`config.mk`:
```
export PLATFORM = sky130hd
export DESIGN_NAME = plr_loop_config_regs
export DESIGN_NICKNAME = d
export VERILOG_FILES = /design/src/plr_loop_config_regs.v
export VERILOG_INCLUDE_DIRS = /design/src /design/src/src
export SDC_FILE = /design/constraint.sdc
export NUM_CORES = 1
export LEC_CHECK = 0
export BUFFER_PORTS_ARGS = -buffer_cell sky130_fd_sc_hd__buf_4
export CAP_MARGIN = 40
export CORE_AREA = 2 2 87 89
export CTS_BUF_LIST = sky130_fd_sc_hd__clkbuf_4 sky130_fd_sc_hd__clkbuf_8
export CTS_CLUSTER_SIZE = 20
export DETAILED_ROUTE_END_ITERATION = 6
export DIE_AREA = 0 0 89 91
export HOLD_SLACK_MARGIN = 0.02
export PLACE_DENSITY = 0.58
export SYNTH_ARGS = -nofsm -noshare
export SYNTH_HDL_FRONTEND = slang
export SYNTH_SLANG_ARGS = --single-unit
export TNS_END_PERCENT = 1
```
`constraint.sdc`:
```
create_clock -name clock_i -period 1.7 [get_ports clock_i]
set_clock_uncertainty 0.05 [all_clocks]
set_input_delay 0.255 -clock clock_i [delete_from_list [all_inputs] [get_ports clock_i]]
set_output_delay 0.255 -clock clock_i [all_outputs]
set_load 0.005 [all_outputs]
```
`src/plr_consts.vh`:
```
// Offsets, field positions and reset values of the PLL loop configuration registers
`ifndef PLR_CONSTS_VH
`define PLR_CONSTS_VH

`define PLR_ADDR_W 10
`define PLR_OFS_LOOP_CTRL 10'h010
`define PLR_OFS_REF_LO 10'h011
`define PLR_OFS_REF_HI 10'h012
`define PLR_OFS_SWALLOW 10'h013
`define PLR_OFS_MAIN_LO 10'h014
`define PLR_OFS_MAIN_HI 10'h015

`define PLR_RST_LOOP_CTRL 8'h7D
`define PLR_RST_REF_LO 8'h01
`define PLR_RST_REF_HI 8'h00
`define PLR_RST_SWALLOW 8'h00
`define PLR_RST_MAIN_LO 8'h03
`define PLR_RST_MAIN_HI 8'h00

`define PLR_MASK_REF_HI 8'h3F
`define PLR_MASK_SWALLOW 8'h3F
`define PLR_MASK_MAIN_HI 8'h1F

`define PLR_BIT_POLARITY 7
`define PLR_CUR_HI 6
`define PLR_CUR_LO 4
`define PLR_MODE_HI 3
`define PLR_MODE_LO 2
`define PLR_PD_HI 1
`define PLR_PD_LO 0

`define PLR_MODE_HIZ 2'h0
`define PLR_MODE_SOURCE 2'h1
`define PLR_MODE_SINK 2'h2
`define PLR_MODE_NORMAL 2'h3

`define PLR_PD_ASYNC 2'h1
`define PLR_PD_SYNC 2'h3

`endif

```
`src/plr_loop_config_regs.v`:
```
// PLL loop configuration register bank with decoded control outputs
`timescale 1ns/100ps
`default_nettype none
`include "plr_consts.vh"

module plr_loop_config_regs (
   input wire clock_i,
   input wire nrst_i,
   input wire wr_en_i,
   input wire rd_en_i,
   input wire [9:0] addr_i,
   input wire [7:0] wdata_i,
   output wire [7:0] rdata_o,
   output wire rvalid_o,
   output wire vco_sense_inverted_o,
   output wire [2:0] pump_current_select_o,
   output wire pump_hiz_o,
   output wire pump_force_source_o,
   output wire pump_force_sink_o,
   output wire pump_normal_o,
   output wire pll_async_pd_o,
   output wire pll_sync_pd_o,
   output wire [13:0] ref_divide_o,
   output wire [5:0] swallow_count_o,
   output wire [12:0] main_count_o
);

   // Reset values and codes at their own widths
   localparam [7:0] RST_LOOP_CTRL = `PLR_RST_LOOP_CTRL;
   localparam [7:0] RST_REF_LO = `PLR_RST_REF_LO;
   localparam [7:0] RST_REF_HI = `PLR_RST_REF_HI;
   localparam [7:0] RST_SWALLOW = `PLR_RST_SWALLOW;
   localparam [7:0] RST_MAIN_LO = `PLR_RST_MAIN_LO;
   localparam [7:0] RST_MAIN_HI = `PLR_RST_MAIN_HI;
   localparam [1:0] MODE_NORMAL = `PLR_MODE_NORMAL;
   localparam [1:0] PD_ASYNC = `PLR_PD_ASYNC;
   localparam [1:0] PD_SYNC = `PLR_PD_SYNC;

   // Stored fields
   reg [7:0] loop_ctrl_ff;
   reg [7:0] ref_lo_ff;
   reg [5:0] ref_hi_ff;
   reg [5:0] swallow_ff;
   reg [7:0] main_lo_ff;
   reg [4:0] main_hi_ff;
   reg [7:0] nxt_loop_ctrl;
   reg [7:0] nxt_ref_lo;
   reg [5:0] nxt_ref_hi;
   reg [5:0] nxt_swallow;
   reg [7:0] nxt_main_lo;
   reg [4:0] nxt_main_hi;

   // Read answer and decoded controls
   reg [7:0] rdata_ff;
   reg [7:0] nxt_rdata;
   reg rvalid_ff;
   reg inv_ff;
   reg [3:0] mode_hot_ff;
   reg apd_ff;
   reg spd_ff;
   reg nxt_inv;
   reg nxt_apd;
   reg nxt_spd;

   // Offset decode
   wire hit_loop_ctrl;
   wire hit_ref_lo;
   wire hit_ref_hi;
   wire hit_swallow;
   wire hit_main_lo;
   wire hit_main_hi;
   wire [1:0] mode_code;
   wire [1:0] pd_code;

   assign hit_loop_ctrl = (addr_i == `PLR_OFS_LOOP_CTRL);
   assign hit_ref_lo = (addr_i == `PLR_OFS_REF_LO);
   assign hit_ref_hi = (addr_i == `PLR_OFS_REF_HI);
   assign hit_swallow = (addr_i == `PLR_OFS_SWALLOW);
   assign hit_main_lo = (addr_i == `PLR_OFS_MAIN_LO);
   assign hit_main_hi = (addr_i == `PLR_OFS_MAIN_HI);
   assign mode_code = loop_ctrl_ff[`PLR_MODE_HI:`PLR_MODE_LO];
   assign pd_code = loop_ctrl_ff[`PLR_PD_HI:`PLR_PD_LO];

   // Write strobes per register; unmapped offsets hit none
   wire wr_loop_ctrl;
   wire wr_ref_lo;
   wire wr_ref_hi;
   wire wr_swallow;
   wire wr_main_lo;
   wire wr_main_hi;
   assign wr_loop_ctrl = wr_en_i & hit_loop_ctrl;
   assign wr_ref_lo = wr_en_i & hit_ref_lo;
   assign wr_ref_hi = wr_en_i & hit_ref_hi;
   assign wr_swallow = wr_en_i & hit_swallow;
   assign wr_main_lo = wr_en_i & hit_main_lo;
   assign wr_main_hi = wr_en_i & hit_main_hi;

   // Loop control: polarity, pump current, pump mode, power-down
   always @* begin
      nxt_loop_ctrl = loop_ctrl_ff;
      if (wr_loop_ctrl) begin
         nxt_loop_ctrl = wdata_i;
      end
   end

   always @(posedge clock_i) begin
      if (!nrst_i) begin
         loop_ctrl_ff <= RST_LOOP_CTRL;
      end else begin
         loop_ctrl_ff <= nxt_loop_ctrl;
      end
   end

   // Reference divider, low byte
   always @* begin
      nxt_ref_lo = ref_lo_ff;
      if (wr_ref_lo) begin
         nxt_ref_lo = wdata_i;
      end
   end

   always @(posedge clock_i) begin
      if (!nrst_i) begin
         ref_lo_ff <= RST_REF_LO;
      end else begin
         ref_lo_ff <= nxt_ref_lo;
      end
   end

   // Reference divider, upper six bits
   always @* begin
      nxt_ref_hi = ref_hi_ff;
      if (wr_ref_hi) begin
         nxt_ref_hi = wdata_i[5:0];
      end
   end

   always @(posedge clock_i) begin
      if (!nrst_i) begin
         ref_hi_ff <= RST_REF_HI[5:0];
      end else begin
         ref_hi_ff <= nxt_ref_hi;
      end
   end

   // Swallow counter, six bits
   always @* begin
      nxt_swallow = swallow_ff;
      if (wr_swallow) begin
         nxt_swallow = wdata_i[5:0];
      end
   end

   always @(posedge clock_i) begin
      if (!nrst_i) begin
         swallow_ff <= RST_SWALLOW[5:0];
      end else begin
         swallow_ff <= nxt_swallow;
      end
   end

   // Main counter, low byte
   always @* begin
      nxt_main_lo = main_lo_ff;
      if (wr_main_lo) begin
         nxt_main_lo = wdata_i;
      end
   end

   always @(posedge clock_i) begin
      if (!nrst_i) begin
         main_lo_ff <= RST_MAIN_LO;
      end else begin
         main_lo_ff <= nxt_main_lo;
      end
   end

   // Main counter, upper five bits
   always @* begin
      nxt_main_hi = main_hi_ff;
      if (wr_main_hi) begin
         nxt_main_hi = wdata_i[4:0];
      end
   end

   always @(posedge clock_i) begin
      if (!nrst_i) begin
         main_hi_ff <= RST_MAIN_HI[4:0];
      end else begin
         main_hi_ff <= nxt_main_hi;
      end
   end

   // Readback, unused bits and unmapped offsets read zero
   always @* begin
      nxt_rdata = 8'h00;
      if (rd_en_i) begin
         case (addr_i)
            `PLR_OFS_LOOP_CTRL: begin
               nxt_rdata = loop_ctrl_ff;
            end
            `PLR_OFS_REF_LO: begin
               nxt_rdata = ref_lo_ff;
            end
            `PLR_OFS_REF_HI: begin
               nxt_rdata = {2'h0, ref_hi_ff};
            end
            `PLR_OFS_SWALLOW: begin
               nxt_rdata = {2'h0, swallow_ff};
            end
            `PLR_OFS_MAIN_LO: begin
               nxt_rdata = main_lo_ff;
            end
            `PLR_OFS_MAIN_HI: begin
               nxt_rdata = {3'h0, main_hi_ff};
            end
            default: begin
               nxt_rdata = 8'h00;
            end
         endcase
      end
   end

   always @(posedge clock_i) begin
      if (!nrst_i) begin
         rdata_ff <= 8'h00;
         rvalid_ff <= 1'b0;
      end else begin
         rdata_ff <= nxt_rdata;
         rvalid_ff <= rd_en_i;
      end
   end

   // Power-down codes 0 and 2 both mean normal operation
   always @* begin
      nxt_inv = loop_ctrl_ff[`PLR_BIT_POLARITY];
      nxt_apd = 1'b0;
      nxt_spd = 1'b0;
      case (pd_code)
         PD_ASYNC: begin
            nxt_apd = 1'b1;
         end
         PD_SYNC: begin
            nxt_spd = 1'b1;
         end
         default: begin
            nxt_apd = 1'b0;
            nxt_spd = 1'b0;
         end
      endcase
   end

   // Loop sense flag
   always @(posedge clock_i) begin
      if (!nrst_i) begin
         inv_ff <= 1'b0;
      end else begin
         inv_ff <= nxt_inv;
      end
   end

   // Power-down flags
   always @(posedge clock_i) begin
      if (!nrst_i) begin
         apd_ff <= 1'b1;
         spd_ff <= 1'b0;
      end else begin
         apd_ff <= nxt_apd;
         spd_ff <= nxt_spd;
      end
   end

   // One flag per pump mode code, exactly one high
   genvar g;
   generate
      for (g = 0; g < 4; g = g + 1) begin : g_mode
         localparam [1:0] CODE = g;
         always @(posedge clock_i) begin
            if (!nrst_i) begin
               mode_hot_ff[g] <= (CODE == MODE_NORMAL);
            end else begin
               mode_hot_ff[g] <= (mode_code == CODE);
            end
         end
      end
   endgenerate

   // Outputs
   assign rdata_o = rdata_ff;
   assign rvalid_o = rvalid_ff;
   assign vco_sense_inverted_o = inv_ff;
   assign pump_current_select_o = loop_ctrl_ff[`PLR_CUR_HI:`PLR_CUR_LO];
   assign pump_hiz_o = mode_hot_ff[0];
   assign pump_force_source_o = mode_hot_ff[1];
   assign pump_force_sink_o = mode_hot_ff[2];
   assign pump_normal_o = mode_hot_ff[3];
   assign pll_async_pd_o = apd_ff;
   assign pll_sync_pd_o = spd_ff;
   assign ref_divide_o = {ref_hi_ff, ref_lo_ff};
   assign swallow_count_o = swallow_ff;
   assign main_count_o = {main_hi_ff, main_lo_ff};

endmodule

`default_nettype wire

```
==> results.ini <==
[outcome]
status = completed

[floorplan]
io_pins = 74
die_x_um = 89
die_area_um2 = 8100
coreArea_um2 = 7140
fp.dieH_um = 91
placementRows = 31
start_util_pct = 34.0

[cells_and_area]
layout-drive-gt1-share_pct = 34.6
instances_no_fill = 437
n_fill_cell = 731
layout-area-overhead-vs-synth_pct = 40.4
layout_commonest_cell = buf_4
layout_common_cells = 95 x buf_4, 57 x dfxtp_1, 46 x nand2_1
antennaDiodeCount = 0
multi_input_area_um2 = 1200
final_nets = 355
design_area_um2 = 3410
regArea_um2 = 1140

[min_path]
hp-start = wdata_i[6]
worst_hold_path_type = in2reg

[critical_path]
startpoint_type = input port
r2r_start = main_lo_ff[3]
cp.arrival_ns = 1.72
crit_fanout = 5
cp.required_ns = 1.86
startpoint = addr_i[6]
crit_type = in2reg
crit_path_end_kind = flip-flop

[cts]
clk_pin_slew_worst_paths_ns = 0.06
post_cts_buffers = 0
cts_buffers = 9
root_buffer = clkbuf_8
tritoncts = built
clk-insertion-delay-late_ns = 0.33
ctsResizeCount = 0
clock-sinks = 57
cts_buffer_depth = 2
htree_levels = 3
ctsHoldBuffers = 0

[route]
drc_errors = 0
via_count = 2002
antenna_left = 0
drt_iter0_markers = 50
wl_per_cell_um = 14.4
drt_first_pass_iters = 4
viasPerCell = 4.58
routed_wl_um = 6290

[logic_synthesis]
yosys-top-cells-area = dfxtp_1 47%, mux2i_1 19%, nand2_1 7.1%
synth_top_area_share_pct = 47.0
synthesis.instances = 242
synth.ff_latch_count = 57
synth_nets = 264
synth.avg_cell_area_um2 = 10.0
yosysWarningCount = 0
synth_cell_types = 28
synth_top_area_cell = dfxtp_1
ys_seq_area_share_pct = 47.0
syn_area_um2 = 2430

[power]
p_leak_nw = 1.66
power_density_nw_per_um2 = 802
ir_drop_v = 0.000269

[sta]
worst_pin_slew_ns = 0.376
slew_viol_final = 0
finalHoldViolations = 0
fin_crit_ns = 1.56
setup_viol = 0
final_min_period_over_clock_period_pct = 91.9
rsz0062_at_grt = false
finalHoldWorstSlack_ns = 0.136
slew_headroom_pct = 74.9
fmaxAchievable_mhz = 640

[placed_design]
place_area_um2 = 3210
gp_congestion = 0.777
dp.cells = 421
port_buffers = 73
dp_hpwl_um = 4710

[global_route]
grt_pass1_vias = 2024
antenna_found_initial = 0
grt-ovfl-total = 0
grt_pass1_wl_um = 10000
grt_max_degree = 25
grt_usage_pct = 16.3

[job]
cap_viol_max_count = 0

cell families (layout without fill, tap and decap cells):
group	Yosys count	count (layout)	share of synthesized area [%]
compound gates	15	15	4.07
buf+inv	19	115	3.51
flops	57	57	47.0
mux	60	60	25.5
simple gates	91	91	19.9
cell type report:
cell class	instances	share of cell area, %
inverter	3	0.331
sequential	57	33.5
clock buffer	14	5.47
multi-input combinational	166	35.3
tap	99	3.64
timing repair buffer	96	21.5
clock inverter	2	0.294
stage by stage:
stage | total power [mW] | TNS, ns | worst slack (ns) | utilization, %
floorplan | 1.46 | 0 | 0.00127 | -
global placement | 1.55 | -1.19 | -0.158 | 45.0
detailed placement | 1.55 | -1.57 | -0.183 | 45.0
CTS | 2.76 | 0 | 0.149 | 47.7
global route | 2.84 | 0 | 0.126 | 47.7
finish | 2.73 | 0 | 0.137 | 47.7
worst max-delay path, stage by stage:
cell and delay, ns:
buf_4 0.11, or4_4 0.55, or4_1 0.49, buf_4 0.19
mux2i_1 0.12
cells in the mapped netlist, drive strengths merged:
cell,n
nand4,4
nand3b,1
clkbuf,10
nand2,46
dfxtp,57
or4,2
a21oi,6
buf,6
or3,2
mux2i,45
a22oi,5
or3b,1
mux2,15
nor2,2
inv,3
o2bb2ai,2
nor4,2
o21ai,1
nor3b,3
a32oi,1
and2,4
nand3,1
nor2b,23
worst paths after layout:
check / cells past startpoint / end / slack [ns]
max: 5 / main_hi_ff[1] / 0.14
min: 3 / loop_ctrl_ff[6] / 0.14
max reg2reg: 3 / rdata_o[3] / 0.55
min reg2reg: 1 / pll_async_pd_o / 0.41
routing by layer:
layer / GRT usage [%] / share of wire, %
met3: 3.82 / 5.1
met2: 26.1 / 46
met5: 0 / 0
met1: 20.6 / 46
met4: 7.59 / 2.3
power by group:
group          internal, mW  switching [mW]  leakage (nW)
sequential             1.34        0.000749         0.460
combinational        0.0877          0.0940          1.09
clock                 0.700           0.512         0.106
flip-flops by register name, indices dropped and copies added, names as in the netlist, 5 cells and up:
signal and flops:
loop_ctrl_ff 8, main_lo_ff 8, rdata_o 8, ref_lo_ff 8
ref_hi_ff 6, swallow_count_o 6, main_hi_ff 5
Power figures use the tool's default switching activity.
